### config.mk
export PLATFORM = sky130hd
export DESIGN_NAME = rms_status
export DESIGN_NICKNAME = d
export VERILOG_FILES = /design/src/core/rms_pkg.sv /design/src/core/rms_status.sv
export SDC_FILE = /design/constraint.sdc
export NUM_CORES = 1
export LEC_CHECK = 0
export BUFFER_PORTS_ARGS = -buffer_cell sky130_fd_sc_hd__buf_4
export CAP_MARGIN = 0
export CORE_MARGIN = 2
export CORE_UTILIZATION = 50
export DETAILED_ROUTE_END_ITERATION = 8
export GPL_ROUTABILITY_DRIVEN = 0
export GPL_TIMING_DRIVEN = 0
export PLACE_DENSITY_LB_ADDON = 0.12
export SLEW_MARGIN = 20
export SYNTH_ARGS = -nofsm -noshare
export SYNTH_HDL_FRONTEND = slang
export SYNTH_SLANG_ARGS = --single-unit
### constraint.sdc
create_clock -name i_core_clk -period 5.85 [get_ports i_core_clk]
set_clock_uncertainty 0.05 [all_clocks]
set_input_delay 0.2925 -clock i_core_clk [delete_from_list [all_inputs] [get_ports i_core_clk]]
set_output_delay 0.2925 -clock i_core_clk [all_outputs]
set_load 0.005 [all_outputs]
### src/core/rms_pkg.sv
// package: constants and types for repeater management status logic
package rms_pkg;
    localparam int RMS_ADDR_W = 48;
    localparam int RMS_PORT_W = 10;
    localparam int RMS_GROUP_W = 10;
    localparam int RMS_GROUP_CAP = 16;
    localparam int RMS_TEXT_MAX = 255;
    localparam int RMS_PAYLOAD_ITEMS = 3;
    localparam logic [7:0] RMS_TEXT_LEN = 8'h00;
    localparam logic [2:0] RMS_TRAIN_VER_MAX = 3'h1;
    localparam logic [4:0] RMS_ADR_CTRL = 5'h00;
    localparam logic [4:0] RMS_ADR_HEALTH = 5'h04;
    localparam logic [4:0] RMS_ADR_TGT_LO = 5'h08;
    localparam logic [4:0] RMS_ADR_TGT_HI = 5'h0c;
    localparam logic [4:0] RMS_ADR_RESULT = 5'h10;
    localparam logic [4:0] RMS_ADR_GROUPS = 5'h14;
    localparam logic [4:0] RMS_ADR_IRQ_STAT = 5'h18;
    localparam logic [4:0] RMS_ADR_IRQ_MASK = 5'h1c;
    localparam int RMS_CTRL_SEARCH = 0;
    localparam int RMS_CTRL_SELFTEST = 1;
    localparam int RMS_CTRL_RESET = 2;
    localparam int RMS_CTRL_BUNDLED = 3;
    localparam int RMS_EV_HEALTH = 0;
    localparam int RMS_EV_RESET = 1;
    localparam int RMS_EV_GROUP = 2;
    localparam int RMS_EV_W = 3;
    localparam logic [3:0] RMS_RESET_CYCLES = 4'h8;
    typedef enum logic [2:0] {
        RMS_H_OTHER = 3'b000,
        RMS_H_OK = 3'b001,
        RMS_H_FAIL_REPEATER_LEVEL = 3'b010,
        RMS_H_FAIL_GROUP_LEVEL = 3'b011,
        RMS_H_FAIL_PORT_LEVEL = 3'b100,
        RMS_H_FAIL_UNSPECIFIED = 3'b101
    } rms_health_e;
    typedef enum logic [1:0] {
        RMS_S_NONE = 2'b00,
        RMS_S_SINGLE = 2'b01,
        RMS_S_MULTIPLE = 2'b10
    } rms_search_e;
endpackage

### src/core/rms_status.sv
// module: repeater management status logic with wishbone slave
`timescale 1ns/1ps
`default_nettype none
// How it works
// health reports repeater, then group, then port, then general failure.
// matching error-free frame records its port and group as result.
// starting a search sets progress state to none.
// progress stays single while all matches came on one port.
// matches on a second port give multiple until a new search or a full reset.
// result port and group are meaningless in none or multiple.
// online self-test disturbs nothing and raises a health notice when done.
// full reset restarts repeater logic but keeps configuration settings.
// reset-done notice after power-on and after full reset completes.
// group presence notice only on group add or remove, not at power-up.
// health notice on health value change or self-test completion, not at power-up.
// notices carry health condition plus optional text and data.
// bundled and plain port: multi-port same-group frame is stored first.
// unbundled or promiscuous or cascaded port: cut through.
// bundled flag kept across resets, held outside in nonvolatile store.
// read-only highest training version is exposed.
// health text is at most 255 printable characters.
// health condition takes one of six encoded values.
// receive path gives address, port, group and one-cycle error-free strobe.
module rms_status
    import rms_pkg::*;
(
    input wire logic i_core_clk,
    input wire logic i_rst,
    input wire logic i_wb_cyc,
    input wire logic i_wb_stb,
    input wire logic i_wb_we,
    input wire logic [4:0] i_wb_adr,
    input wire logic [3:0] i_wb_sel,
    input wire logic [31:0] i_wb_dat,
    output logic [31:0] o_wb_dat,
    output logic o_wb_ack,
    input wire logic i_rx_ok,
    input wire logic [RMS_ADDR_W-1:0] i_rx_src,
    input wire logic [RMS_PORT_W-1:0] i_rx_port,
    input wire logic [RMS_GROUP_W-1:0] i_rx_group,
    input wire logic i_rx_multi_same_group,
    input wire logic i_rx_promisc_or_cascade,
    input wire logic i_fail_repeater,
    input wire logic i_fail_group,
    input wire logic i_fail_port,
    input wire logic i_fail_general,
    input wire logic i_health_known,
    input wire logic [RMS_GROUP_CAP-1:0] i_group_present,
    input wire logic i_bundled_nv,
    input wire logic i_selftest_done,
    output logic o_selftest_start,
    output logic o_store_forward,
    output logic o_repeater_reset,
    output logic o_health_notice,
    output logic o_reset_notice,
    output logic o_group_notice,
    output logic [2:0] o_notice_health,
    output logic [7:0] o_notice_text_len,
    output logic [RMS_GROUP_CAP-1:0] o_notice_groups,
    output logic o_bundled_nv_we,
    output logic o_irq
);
    typedef struct packed {
        logic ack;
        logic [31:0] rdat;
        logic [RMS_ADDR_W-1:0] target;
        rms_search_e sstate;
        logic [RMS_PORT_W-1:0] rport;
        logic [RMS_GROUP_W-1:0] rgroup;
        rms_health_e health;
        logic [RMS_GROUP_CAP-1:0] groups;
        logic bundled;
        logic [RMS_EV_W-1:0] stat;
        logic [RMS_EV_W-1:0] mask;
        logic st_busy;
        logic st_start;
        logic [3:0] rst_cnt;
        logic rst_notice_due;
        logic started;
        logic hnote;
        logic rnote;
        logic gnote;
        logic sf;
        logic nv_we;
    } rms_state_s;

    rms_state_s r;
    rms_state_s next_r;

    function automatic rms_health_e rms_prio(input logic rf, input logic gf,
            input logic pf, input logic uf, input logic known);
        if (rf) begin
            return RMS_H_FAIL_REPEATER_LEVEL;
        end else if (gf) begin
            return RMS_H_FAIL_GROUP_LEVEL;
        end else if (pf) begin
            return RMS_H_FAIL_PORT_LEVEL;
        end else if (uf) begin
            return RMS_H_FAIL_UNSPECIFIED;
        end else if (known) begin
            return RMS_H_OK;
        end
        return RMS_H_OTHER;
    endfunction

    logic wr;
    logic rd;
    logic match;
    logic in_reset;
    rms_health_e health_now;
    logic [RMS_EV_W-1:0] ev;

    assign wr = i_wb_cyc & i_wb_stb & i_wb_we & ~r.ack;
    assign rd = i_wb_cyc & i_wb_stb & ~i_wb_we & ~r.ack;
    assign match = i_rx_ok & (i_rx_src == r.target);
    assign in_reset = (r.rst_cnt != 4'h0);
    assign health_now = rms_prio(i_fail_repeater, i_fail_group, i_fail_port,
        i_fail_general, i_health_known);

    always_comb begin
        next_r = r;
        next_r.st_start = 1'b0;
        next_r.hnote = 1'b0;
        next_r.rnote = 1'b0;
        next_r.gnote = 1'b0;
        next_r.nv_we = 1'b0;
        next_r.ack = rd | wr;
        next_r.started = 1'b1;
        if (!r.started) begin
            next_r.bundled = i_bundled_nv;
        end
        ev = '0;
        // search tracking
        if (match) begin
            next_r.rport = i_rx_port;
            next_r.rgroup = i_rx_group;
            unique case (r.sstate)
                RMS_S_NONE: next_r.sstate = RMS_S_SINGLE;
                RMS_S_SINGLE: begin
                    if (i_rx_port != r.rport) begin
                        next_r.sstate = RMS_S_MULTIPLE;
                    end
                end
                RMS_S_MULTIPLE: next_r.sstate = RMS_S_MULTIPLE;
                default: next_r.sstate = RMS_S_MULTIPLE;
            endcase
        end
        // health change notice, not at power-up
        if (r.started && health_now != r.health) begin
            next_r.hnote = 1'b1;
            ev[RMS_EV_HEALTH] = 1'b1;
        end
        next_r.health = health_now;
        if (r.st_busy && i_selftest_done) begin
            next_r.st_busy = 1'b0;
            next_r.hnote = 1'b1;
            ev[RMS_EV_HEALTH] = 1'b1;
        end
        // group presence notice
        if (r.started && i_group_present != r.groups) begin
            next_r.gnote = 1'b1;
            ev[RMS_EV_GROUP] = 1'b1;
        end
        next_r.groups = i_group_present;
        // full reset sequence
        if (in_reset) begin
            next_r.rst_cnt = r.rst_cnt - 4'h1;
        end
        if (r.rst_notice_due && !in_reset) begin
            next_r.rst_notice_due = 1'b0;
            next_r.rnote = 1'b1;
            ev[RMS_EV_RESET] = 1'b1;
        end
        // cut-through or store-and-forward
        next_r.sf = r.bundled & i_rx_multi_same_group & ~i_rx_promisc_or_cascade;
        // register writes
        if (wr && i_wb_sel[0]) begin
            unique case (i_wb_adr)
                RMS_ADR_CTRL: begin
                    if (i_wb_dat[RMS_CTRL_SEARCH]) begin
                        next_r.sstate = RMS_S_NONE;
                    end
                    if (i_wb_dat[RMS_CTRL_SELFTEST] && !r.st_busy) begin
                        next_r.st_busy = 1'b1;
                        next_r.st_start = 1'b1;
                    end
                    if (i_wb_dat[RMS_CTRL_RESET]) begin
                        next_r.rst_cnt = RMS_RESET_CYCLES;
                        next_r.rst_notice_due = 1'b1;
                        next_r.sstate = RMS_S_NONE;
                    end
                    if (i_wb_dat[RMS_CTRL_BUNDLED] != r.bundled) begin
                        next_r.bundled = i_wb_dat[RMS_CTRL_BUNDLED];
                        next_r.nv_we = 1'b1;
                    end
                end
                RMS_ADR_TGT_LO: next_r.target[31:0] = i_wb_dat;
                RMS_ADR_TGT_HI: next_r.target[47:32] = i_wb_dat[15:0];
                RMS_ADR_IRQ_MASK: next_r.mask = i_wb_dat[RMS_EV_W-1:0];
                default: ;
            endcase
        end
        // register reads
        next_r.rdat = '0;
        if (rd) begin
            unique case (i_wb_adr)
                RMS_ADR_CTRL: next_r.rdat = {28'h0, r.bundled, in_reset, r.st_busy, 1'b0};
                RMS_ADR_HEALTH: next_r.rdat = {13'h0, RMS_TRAIN_VER_MAX, RMS_TEXT_LEN,
                    5'h0, r.health};
                RMS_ADR_TGT_LO: next_r.rdat = r.target[31:0];
                RMS_ADR_TGT_HI: next_r.rdat = {16'h0, r.target[47:32]};
                RMS_ADR_RESULT: next_r.rdat = {2'h0, r.sstate, r.rgroup[9:0], 8'h0,
                    r.rport};
                RMS_ADR_GROUPS: next_r.rdat = {16'h0, r.groups};
                RMS_ADR_IRQ_STAT: next_r.rdat = {29'h0, r.stat};
                RMS_ADR_IRQ_MASK: next_r.rdat = {29'h0, r.mask};
                default: next_r.rdat = '0;
            endcase
        end
        // sticky status: read clears, new event wins
        if (rd && i_wb_adr == RMS_ADR_IRQ_STAT) begin
            next_r.stat = ev;
        end else begin
            next_r.stat = r.stat | ev;
        end
    end

    always_ff @(posedge i_core_clk or posedge i_rst) begin
        if (i_rst) begin
            r <= '0;
            r.health <= RMS_H_OTHER;
            r.rst_notice_due <= 1'b1;
        end else begin
            r <= next_r;
        end
    end

    assign o_wb_dat = r.rdat;
    assign o_wb_ack = r.ack;
    assign o_selftest_start = r.st_start;
    assign o_store_forward = r.sf;
    assign o_repeater_reset = in_reset;
    assign o_health_notice = r.hnote;
    assign o_reset_notice = r.rnote;
    assign o_group_notice = r.gnote;
    assign o_notice_health = r.health;
    assign o_notice_text_len = RMS_TEXT_LEN;
    assign o_notice_groups = r.groups;
    assign o_bundled_nv_we = r.nv_we;
    assign o_irq = |(r.stat & r.mask);

    property p_single_port;
        @(posedge i_core_clk) disable iff (i_rst)
        (r.sstate == RMS_S_SINGLE && match && i_rx_port != r.rport
            && !(wr && i_wb_adr == RMS_ADR_CTRL))
        |=> r.sstate == RMS_S_MULTIPLE;
    endproperty
    a_single_port: assert property (p_single_port) else $error("second port not multiple");
    property p_record;
        @(posedge i_core_clk) disable iff (i_rst)
        match |=> (r.rport == $past(i_rx_port) && r.rgroup == $past(i_rx_group));
    endproperty
    a_record: assert property (p_record) else $error("result not recorded");
    property p_search_start;
        @(posedge i_core_clk) disable iff (i_rst)
        (wr && i_wb_sel[0] && i_wb_adr == RMS_ADR_CTRL && i_wb_dat[RMS_CTRL_SEARCH])
        |=> r.sstate == RMS_S_NONE;
    endproperty
    a_search_start: assert property (p_search_start) else $error("search not reset");
    property p_first_match;
        @(posedge i_core_clk) disable iff (i_rst)
        (r.sstate == RMS_S_NONE && match && !wr) |=> r.sstate == RMS_S_SINGLE;
    endproperty
    a_first_match: assert property (p_first_match) else $error("first match not single");
    property p_prio;
        @(posedge i_core_clk) disable iff (i_rst)
        i_fail_repeater ##1 i_fail_repeater |-> r.health == RMS_H_FAIL_REPEATER_LEVEL;
    endproperty
    a_prio: assert property (p_prio) else $error("priority wrong");
    property p_hnote;
        @(posedge i_core_clk) disable iff (i_rst)
        o_health_notice |-> ($changed(r.health) || $past(r.st_busy));
    endproperty
    a_hnote: assert property (p_hnote) else $error("spurious health notice");
    property p_sf;
        @(posedge i_core_clk) disable iff (i_rst)
        (i_rx_promisc_or_cascade || !r.bundled) |=> !o_store_forward;
    endproperty
    a_sf: assert property (p_sf) else $error("store forward on cut-through");
    property p_reset_notice;
        @(posedge i_core_clk) disable iff (i_rst)
        $fell(in_reset) |-> ##1 o_reset_notice;
    endproperty
    a_reset_notice: assert property (p_reset_notice) else $error("no reset notice");
    property p_irq;
        @(posedge i_core_clk) disable iff (i_rst)
        (ev != '0) |=> (r.stat & $past(ev)) == $past(ev);
    endproperty
    a_irq: assert property (p_irq) else $error("event lost in status");
    property p_irq_clear;
        @(posedge i_core_clk) disable iff (i_rst)
        (rd && i_wb_adr == RMS_ADR_IRQ_STAT) |=> r.stat == $past(ev);
    endproperty
    a_irq_clear: assert property (p_irq_clear) else $error("status not cleared by read");
    property p_sf_store;
        @(posedge i_core_clk) disable iff (i_rst)
        (r.bundled && i_rx_multi_same_group && !i_rx_promisc_or_cascade) |=> o_store_forward;
    endproperty
    a_sf_store: assert property (p_sf_store) else $error("no store and forward");
    property p_gnote_due;
        @(posedge i_core_clk) disable iff (i_rst)
        (r.started && i_group_present != r.groups)
        |=> (o_group_notice && o_notice_groups == $past(i_group_present));
    endproperty
    a_gnote_due: assert property (p_gnote_due) else $error("group notice missing");
    property p_gnote;
        @(posedge i_core_clk) disable iff (i_rst)
        o_group_notice |-> $changed(o_notice_groups);
    endproperty
    a_gnote: assert property (p_gnote) else $error("spurious group notice");
    property p_hnote_due;
        @(posedge i_core_clk) disable iff (i_rst)
        (r.started && health_now != r.health) |=> o_health_notice;
    endproperty
    a_hnote_due: assert property (p_hnote_due) else $error("health notice missing");
    property p_no_power_notice;
        @(posedge i_core_clk) disable iff (i_rst)
        !r.started |=> (!o_health_notice && !o_group_notice);
    endproperty
    a_no_power_notice: assert property (p_no_power_notice) else $error("notice at power-up");
    property p_selftest_done;
        @(posedge i_core_clk) disable iff (i_rst)
        (r.st_busy && i_selftest_done) |=> (o_health_notice && !r.st_busy);
    endproperty
    a_selftest_done: assert property (p_selftest_done) else $error("self-test end unseen");
    property p_reset_len;
        @(posedge i_core_clk) disable iff (i_rst)
        $rose(in_reset) |-> r.rst_cnt == RMS_RESET_CYCLES;
    endproperty
    a_reset_len: assert property (p_reset_len) else $error("reset length wrong");
    c_multi: cover property (@(posedge i_core_clk) r.sstate == RMS_S_MULTIPLE);
    c_reset: cover property (@(posedge i_core_clk) o_reset_notice);
    c_group: cover property (@(posedge i_core_clk) o_group_notice);
    c_sf: cover property (@(posedge i_core_clk) o_store_forward);
endmodule
`default_nettype wire

# Word-level counts from Yosys, hierarchy flattened
# Index checks and enable logic that the tools add are counted.
# W data, S select, Z words.
totals:
  register_bits: 142
  in_bits: 140
  output_inout_bits: 68
  elab_cells: 105
classes:
  add_sub_neg: 1
  eq_ne: 13
  n_mux: 39
  bitwise: 14
  n_reduce_logical: 16
op_table:
  columns: ["op", "n"]
  rows:
  - ["$pmux W32 S8", 1]
  - ["$eq A48 B48 Y1", 1]
  - ["$mux W32", 1]
  - ["$mux W22", 1]
  - ["$mux W3", 7]
  - ["$eq A5 B5 Y1 const B", 4]
  - ["$mux W1", 18]
  - ["$ne A16 B16 Y1", 1]
  - ["$mux W7", 2]
  - ["$mux W2", 6]
  - ["$eq A5 B4 Y1 const B", 2]
  - ["$ne A10 B10 Y1", 1]
  - ["$and A1 B1 Y1", 8]
  - ["$logic_and A1 B1 Y1", 7]
  - ["$reduce_and A2 Y1", 3]
  - ["$eq A5 B3 Y1 const B", 1]
  - ["$logic_not A5 Y1", 1]
  - ["$mux W5", 1]
  - ["$mux W4", 1]
  - ["$pmux W2 S2", 1]
  - ["$reduce_bool A4 Y1", 1]
  - ["$sub A4 B1 Y4 const B", 1]
  - ["$and A3 B3 Y3", 1]
  - ["$ne A3 B3 Y1", 1]
  - ["other kinds (8)", 11]

# Depth between registers and ports, before layout
# Gate-level depths: netlist of run 1.
logic_depth:
  word_depth: 12
  mapped_depth: 7
  mapped_depth_nobuf: 6

# Least setup slack after synthesis of run 1
# No wires, ideal clock.
synth_path:
  path_type: "register to register"
  start: "register r[96] (netlist name)"
  end: "register r[39] (netlist name)"
  setup_time_ns: 0.125
  arrival_time_ns: 1.897
  required_ns: 5.675
  setup_slack_ns: 3.778
  stages_incl_launch_ff: 8
  period_less_slack_ns: 2.072
  path_cell_list: "dfrtp_1 -> nor2b_1 -> a2111o_1 -> nor4_2 -> nand3_1 -> nor2_2 -> buf_6 -> mux2_4"
synth_between:
  elab_chain_cells: 2
synth_rtl:
  columns: ["item", "line_no", "source"]
  rows:
  - ["from (decl)", "rms_status.sv:87", "rms_state_s r;"]
  - ["from (signal assigned)", "rms_status.sv:234", "r <= next_r;"]
  - ["$eq A48 B48 Y1", "rms_status.sv:115", "assign match = i_rx_ok & (i_rx_src == r.target);"]
  - ["$and A1 B1 Y1", "rms_status.sv:115", null]
# Every way passes these cells.
# A chain may end at the register's enable or synchronous reset.

# Final worst setup path of run 1
layout_path:
  start: "register r (netlist bit o_wb_ack)"
  end: "register r[97] (netlist name)"
layout_between:
  elab_chain_cells: 4
layout_rtl:
  columns: ["item", "line_no", "source"]
  rows:
  - ["$not A1 Y1", "rms_status.sv:113", "assign wr = i_wb_cyc & i_wb_stb & i_wb_we & ~r.ack;"]
  - ["$and A1 B1 Y1", "rms_status.sv:113", null]
  - ["$logic_and A1 B1 Y1", "rms_status.sv:177", "if (wr && i_wb_sel[0]) begin"]
  - ["$reduce_and A2 Y1 (no line)", null, null]
# Every way passes these cells.

==> flow_metrics.py, run 1 <==
metrics = {
    "min_path": {
        "min_to": "r[83]$_DFFE_PP0P_",
        "hold_path_depth": 2,
        "hp-start": "i_wb_dat[22]",
        "hp-class": "in -> reg",
    },
    "clock_tree": {
        "clockBufferDepth": 2,
        "root_buffer": "clkbuf_16",
        "cts_resized": 0,
        "cts_setup_buffers": 0,
        "clk_pin_slew_worst_paths_ps": 60,
        "numClockSinks": 142,
        "numCtsBuffers": 17,
        "cts_tree": "done",
        "h-tree-depth": 4,
        "clk_latency_ps": 420,
    },
    "pwr": {
        "leakage_nw": 4.62,
        "switching_share_pct": 23.9,
        "power_frac_seq_pct": 43.9,
        "p_clk_share_pct": 43.1,
        "p_switching_uw": 583,
        "combPwrFrac_pct": 13.0,
        "powerDensity_nw_per_um2": 258,
        "total_power_mw": 2.44,
        "vdd_drop_max_v": 0.000192,
        "intPower_mw": 1.86,
    },
    "global_routing": {
        "grt_pass1_wl_um": 29300,
        "grt-ovfl-total": 0,
        "grt_max_degree": 107,
        "grt_usage_pct": 26.8,
        "grt_pass1_vias": 5573,
        "antenna_found_initial": 0,
    },
    "logic_synthesis": {
        "synth_edf_count": 0,
        "netlist_area_um2": 6960,
        "synthArstFlopShare_pct": 100,
        "ys_types": 60,
        "syn_inst": 585,
        "yosys_register_bits": 142,
        "synth_ff_type": "dfrtp_1",
        "yosys_warnings": 0,
        "syn_avg_cell_area_um2": 11.9,
        "yosysSeqAreaShare_pct": 51.1,
    },
    "job": {
        "cap_violations": 0,
    },
    "layout": {
        "final_core_util_pct": 68.9,
        "nNetsFinal": 965,
        "multi_input_area_um2": 2810,
        "seqCellArea_um2": 3550,
        "area_growth_pct": 36.0,
        "nFillCells": 1042,
        "n_antenna_cell": 0,
        "final_area_um2": 9460,
        "layout-drive-gt1-share_pct": 43.8,
    },
    "sta": {
        "fmax_ghz": 0.410,
        "fin_crit_ps": 2440,
        "fin_crit_sh_pct": 41.7,
        "max_slew_margin_pct": 44.0,
        "finalSetupViolCount": 0,
        "hold_viol": 0,
        "tns_ps": 0,
        "rsz0062_at_grt": "false",
        "worst_pin_slew_ps": 835,
        "finalMaxSlewViolations": 0,
        "worst_hold_slack_ps": 42.4,
    },
    "critical_path": {
        "worstReg2RegEnd": "r[97]$_DFFE_PP0P_",
        "critPathKind": "reg -> reg",
        "setup.worst_path.end_class": "flip-flop",
        "max_stage_delay_ps": 750,
        "cp-start-kind": "flip-flop",
        "crit_path_top_delay_cell": "nor3_2",
        "cp.arrival_ps": 2700,
        "r2r_start": "o_wb_ack$_DFF_PP0_",
        "worst-path-buf-inv": 1,
        "worst_path_dominant_cell_family": "simple AND/OR/NAND/NOR gates",
        "reg2reg_depth": 5,
        "cp.required_ps": 6100,
        "path_cells": "and3b_1, nand3_2, nor3_2, buf_4, mux2_2",
        "crit_fanout": 10,
        "rrSetupSlack_ps": 3410,
    },
    "floorplan": {
        "die_h_um": 122,
        "rows": 43,
        "die_w_um": 122,
        "coreArea_um2": 13700,
        "io_pins": 208,
        "die_area_um2": 14900,
        "start_util_pct": 50.7,
    },
    "status": {
        "status": "completed",
    },
    "detailed_routing": {
        "viasPerCell": 5.27,
        "dr.first_iter.drc_count": 489,
        "drc": 0,
        "dr.pass1.iters": 8,
        "via_count": 5362,
        "drt-total-wl_um": 19500,
        "ant_nets": 0,
        "wl_per_cell_um": 19.1,
    },
    "placed_design": {
        "hpwl_um": 14600,
        "dpl_cell_area_um2": 8690,
        "io_buffers": 193,
    },
}
==> metal layers <==
layer	share of wire (%)	wire, µm	global-route usage [%]
met5	0	0	0
met4	1.6	314	8.62
met3	7.0	1370	7.02
met2	49	9490	43.3
met1	43	8280	35.5
==> through the flow <==
step           setup WS, ps  std cells
6_report               3410       1017
3_3_place_gp            195        965
4_1_cts                3450       1017
5_1_grt                3350       1017
2_1_floorplan          1700        592
3_5_place_dp           3440        966
==> power by group through the flow <==
stage	Combinational [mW]	Clock [mW]	Sequential, mW
floorplan	0.164	0	1.07
global placement	0.292	0	1.08
detailed placement	0.307	0	1.09
CTS	0.319	1.06	1.07
global route	0.349	1.10	1.08
finish	0.318	1.05	1.07
==> placed cells by master (no fill, tap or decap), types with 7 or more instances in the layout <==
cell,instances
clkbuf_1,13
xnor2_1,38
buf_4,253
dlygate4sd3_1,19
a21oi_1,16
o21ai_0,8
nand2b_1,11
xor2_1,27
clkbuf_16,17
nor2_1,39
a22oi_1,25
dfrtp_1,141
mux2_1,7
conb_1,9
a222oi_1,9
mux2_4,20
mux2_2,41
inv_1,14
buf_2,8
nand2_1,18
nand4_1,11
==> flip-flops by register name (all words and copies together) (netlist names), 3 cells and up <==
register,count
o_notice_health,3
o_notice_groups,16
o_wb_dat,32
r,84
==> cells by family (layout without fill, tap and decap cells) <==
logic type                 count (synthesis)  in the layout  share of synthesized area (%)
DFF                                      142            142                           51.1
and+or+nand+nor                          124            124                           9.80
buffers and inverters                     97            342                           8.83
AOI/OAI and AO/OA                         81             81                           8.45
muxes                                     73             73                           13.3
xor gates and xnor gates                  65             65                           8.18
other                                      2              9                          0.108
adders and majority gates                  1              1                          0.180
==> worst max path at each step <==
stage / cells after the start / startpoint / to
2_1_floorplan: 1 / i_rst / o_bundled_nv_we$_DFF_PP0_
3_3_place_gp: 2 / i_rst / r[7]$_DFF_PP0_
3_5_place_dp: 6 / i_wb_adr[1] / r[75]$_DFFE_PP0P_
4_1_cts: 5 / o_wb_ack$_DFF_PP0_ / r[97]$_DFFE_PP0P_
5_1_grt: 5 / o_wb_ack$_DFF_PP0_ / r[95]$_DFFE_PP0P_
6_report: 5 / o_wb_ack$_DFF_PP0_ / r[97]$_DFFE_PP0P_
==> what timing repair did <==
item                                   in CTS  in global routing
endpoints found under the hold margin      54                  0
setup endpoints to repair                   0                  0
hold buffers                               19                  0
==> cell usage after synthesis, types with 3 or more instances <==
cell	number	area (µm²)
inv_1	15	56.3
nor2_1	39	146
nand2_1	18	67.6
a21oi_1	16	80.1
nand2b_1	11	68.8
o2111ai_1	3	26.3
nand4_1	11	68.8
mux4_2	3	67.6
buf_4	60	450
mux2_2	41	462
mux2_1	7	78.8
dfrtp_1	141	3530
nor4_1	6	37.5
a22oi_1	25	188
xor2_1	27	236
clkbuf_1	9	33.8
nand3_1	3	15.0
and3_1	5	31.3
a21o_1	4	30.0
xnor2_1	38	333
a222oi_1	9	90.1
buf_2	8	40.0
mux2_4	20	300
nor2b_1	6	37.5
nor3_1	6	30.0
o21ai_0	8	40.0
==> layout make-up <==
cell class / count / area share (%)
clock buffers: 27 / 5.53
flip-flops and latches: 142 / 37.6
well taps: 180 / 2.38
clock inverters: 5 / 0.556
repair buffers: 213 / 17.6
inverters: 16 / 0.714
multi-input cells: 353 / 29.8
plain buffers: 81 / 5.86
No activity file was read; power rests on OpenSTA's default activity.
==> inputs of run 2 (changes only) <==
--- a/config.mk
+++ b/config.mk
@@ -5,6 +5,7 @@
 export SDC_FILE = /design/constraint.sdc
 export NUM_CORES = 1
 export LEC_CHECK = 0
+export ABC_AREA = 1
 export BUFFER_PORTS_ARGS = -buffer_cell sky130_fd_sc_hd__buf_4
 export CAP_MARGIN = 0
 export CORE_MARGIN = 2
==> constraint.sdc (replaced) <==
create_clock -name i_core_clk -period 2.3 [get_ports i_core_clk]
set_clock_uncertainty 0.05 [all_clocks]
set_input_delay 0.115 -clock i_core_clk [delete_from_list [all_inputs] [get_ports i_core_clk]]
set_output_delay 0.115 -clock i_core_clk [all_outputs]
set_load 0.005 [all_outputs]
==> flow_metrics.py, run 2 <==
metrics = {
    "clock_tree": {
        "clockBufferDepth": 2,
        "h-tree-depth": 4,
        "cts_resized": 0,
        "clk_latency_ps": 430,
        "numClockSinks": 142,
        "cts_tree": "done",
        "numCtsBuffers": 17,
        "root_buffer": "clkbuf_16",
        "hold_buffers": 82,
        "cts_setup_buffers": 0,
        "clk_pin_slew_worst_paths_ps": 60,
    },
    "layout": {
        "area_growth_pct": 41.1,
        "nNetsFinal": 1510,
        "final_cell_mix": "342 x nand2_1, 257 x buf_4, 153 x inv_1, 141 x dfrtp_1, 97 x nor2_1",
        "nFillCells": 1236,
        "layout-drive-gt1-share_pct": 24.2,
        "largest_reg_flops": 84,
        "n_antenna_cell": 0,
        "multi_input_area_um2": 3150,
        "seqCellArea_um2": 3550,
        "top_register": "r",
        "layout_commonest_cell": "nand2_1",
    },
    "sta": {
        "hold_viol": 0,
        "max_slew_margin_pct": 59.7,
        "rsz0062_at_grt": "false",
        "tns_ps": 0,
        "finalSetupViolCount": 0,
        "fin_crit_sh_pct": 93.0,
        "finalWorstSetupSlack_ps": 161,
        "fin_crit_ps": 2140,
        "worst_pin_slew_ps": 604,
        "fmax_ghz": 0.468,
        "finalMaxSlewViolations": 0,
    },
    "critical_path": {
        "cp-start-kind": "flip-flop",
        "cp.arrival_ps": 2400,
        "crit_path_top_delay_cell": "dfrtp_1",
        "crit_fanout": 10,
        "r2r_start": "r[89]$_DFFE_PP0P_",
        "critPathKind": "reg -> reg",
        "crit_start": "r[89]$_DFFE_PP0P_",
        "setup.worst_path.end_class": "flip-flop",
        "path_cells": "xnor2_1, nand2_1, nor2_1, nand3_1, nor2_4, nand2_4, buf_6, nand2_1, nand2_1",
        "max_stage_delay_ps": 390,
        "critPathMostFrequentCell": "nand2_1",
        "cp.required_ps": 2560,
    },
    "pwr": {
        "total_power_mw": 6.46,
        "p_clk_share_pct": 41.5,
        "combPwrFrac_pct": 16.5,
        "leakage_nw": 6.05,
        "p_switching_mw": 1.77,
        "vdd_drop_max_v": 0.000738,
        "power_frac_seq_pct": 42.0,
        "switching_share_pct": 27.4,
        "intPower_mw": 4.69,
        "powerDensity_nw_per_um2": 583,
    },
    "logic_synthesis": {
        "yosysMostFrequentCell": "nand2_1",
        "synthArstFlopShare_pct": 100,
        "synth_top_area_cell": "dfrtp_1",
        "synth_edf_count": 0,
        "synth_ff_type": "dfrtp_1",
        "yosys_warnings": 0,
        "ys_types": 40,
        "netlist_area_um2": 7850,
        "yosysSeqAreaShare_pct": 45.3,
        "yosys_register_bits": 142,
        "syn_inst": 1062,
        "synth_top_area_share_pct": 44.9,
        "syn_avg_cell_area_um2": 7.39,
        "synthTopCellsByArea": "dfrtp_1 45%, nand2_1 16%, inv_1 7.4%",
        "synthTopCellsByCount": "342 x nand2_1, 154 x inv_1, 141 x dfrtp_1",
    },
    "global_routing": {
        "grt_max_degree": 35,
        "grt_usage_pct": 30.1,
        "antenna_found_initial": 0,
        "grt-ovfl-total": 0,
        "grt_pass1_vias": 7555,
        "grt_pass1_wl_um": 38200,
    },
    "floorplan": {
        "io_pins": 208,
        "start_util_pct": 51.5,
        "die_w_um": 129,
        "coreArea_um2": 15300,
        "die_area_um2": 16700,
        "die_h_um": 129,
        "rows": 45,
    },
    "placed_design": {
        "pre_cts_slack_ps": 256,
        "hpwl_um": 18500,
        "io_buffers": 195,
    },
    "detailed_routing": {
        "drt-total-wl_um": 24700,
        "via_count": 7724,
        "dr.first_iter.drc_count": 639,
        "drc": 0,
        "viasPerCell": 4.85,
        "dr.pass1.iters": 5,
        "ant_nets": 0,
        "wl_per_cell_um": 15.5,
    },
    "min_path": {
        "hp-start": "i_wb_adr[3]",
        "hp-class": "in -> reg",
    },
    "status": {
        "status": "completed",
    },
    "job": {
        "cap_violations": 0,
    },
}
## run 2: layout make-up
class,instances,share of cell area [%]
sequential,142,32.1
timing repair buffer,281,21.4
buffer,83,5.14
clock buffer,19,4.09
inverter,161,5.49
tap,211,2.38
clock inverter,13,1.02
multi-input combinational,683,28.4
## run 2: logic make-up (layout without fill, tap and decap cells)
family | after synthesis | in the layout | share of synthesized area, %
XOR/XNOR | 27 | 27 | 3.01
multiplexers | 4 | 4 | 0.574
AO/OA/AOI/OAI | 123 | 123 | 8.86
buffers and inverters | 244 | 557 | 14.9
adder cells (fa/ha/maj) | 1 | 1 | 0.159
other | 2 | 9 | 0.0957
flip-flops | 142 | 142 | 45.3
AND/OR/NAND/NOR | 519 | 519 | 27.1
## run 2: power by group through the flow
stage	logic, mW	clock network [mW]	registers (mW)
final	1.06	2.68	2.72
after global routing	1.19	2.80	2.73
after CTS	1.06	2.69	2.71
after detailed placement	0.939	0	2.76
after global placement	0.891	0	2.75
after floorplan	0.515	0	2.73
## run 2: per-stage QoR
step / hold WS [ps] / utilization (%) / area [µm²] / std cells
final: 21.6 / 72.6 / 11100 / 1593
after global routing: 85.6 / 72.6 / 11100 / 1593
after CTS: 8.99 / 72.6 / 11100 / 1593
after detailed placement: 166 / 63.5 / 9690 / 1479
after global placement: 188 / 63.0 / 9610 / 1475
after floorplan: 96.4 / - / 7880 / 1069
## run 2: layer usage
layer | part of all wire, % | track usage, % | wire length [µm] | vias up
met5 | 0 | 0 | 0 | -
met4 | 2.9 | 10.7 | 729 | 0
met3 | 7.5 | 7.27 | 1870 | 49
met2 | 47 | 49.1 | 11600 | 305
met1 | 43 | 39.3 | 10600 | 3535
li1 | - | - | - | 3835
## run 2: path summary, 6_finish.rpt
| kind | endpoint | slack (ps) | cells after the start |
|---|---|---|---|
| setup / recovery | r[57]$_DFFE_PP0N_ | 160 | 9 |
| hold / removal | o_wb_dat[1]$_DFF_PP0_ | 20 | 4 |
| setup reg to reg | r[57]$_DFFE_PP0N_ | 160 | 9 |
| hold reg to reg | r[47]$_DFFE_PP0N_ | 420 | 2 |
| max in group asynchronous | r[91]$_DFFE_PP0P_ | 1130 | 5 |
| min in group asynchronous | o_notice_groups[5]$_DFF_PP0_ | 270 | 3 |
## run 2: worst max-delay path: cells and delay by family, from the launching register on
family,cells,cell delay [ps]
buffers and inverters,1,180
xor gates and xnor gates,1,310
DFF,1,390
and+or+nand+nor,7,1070
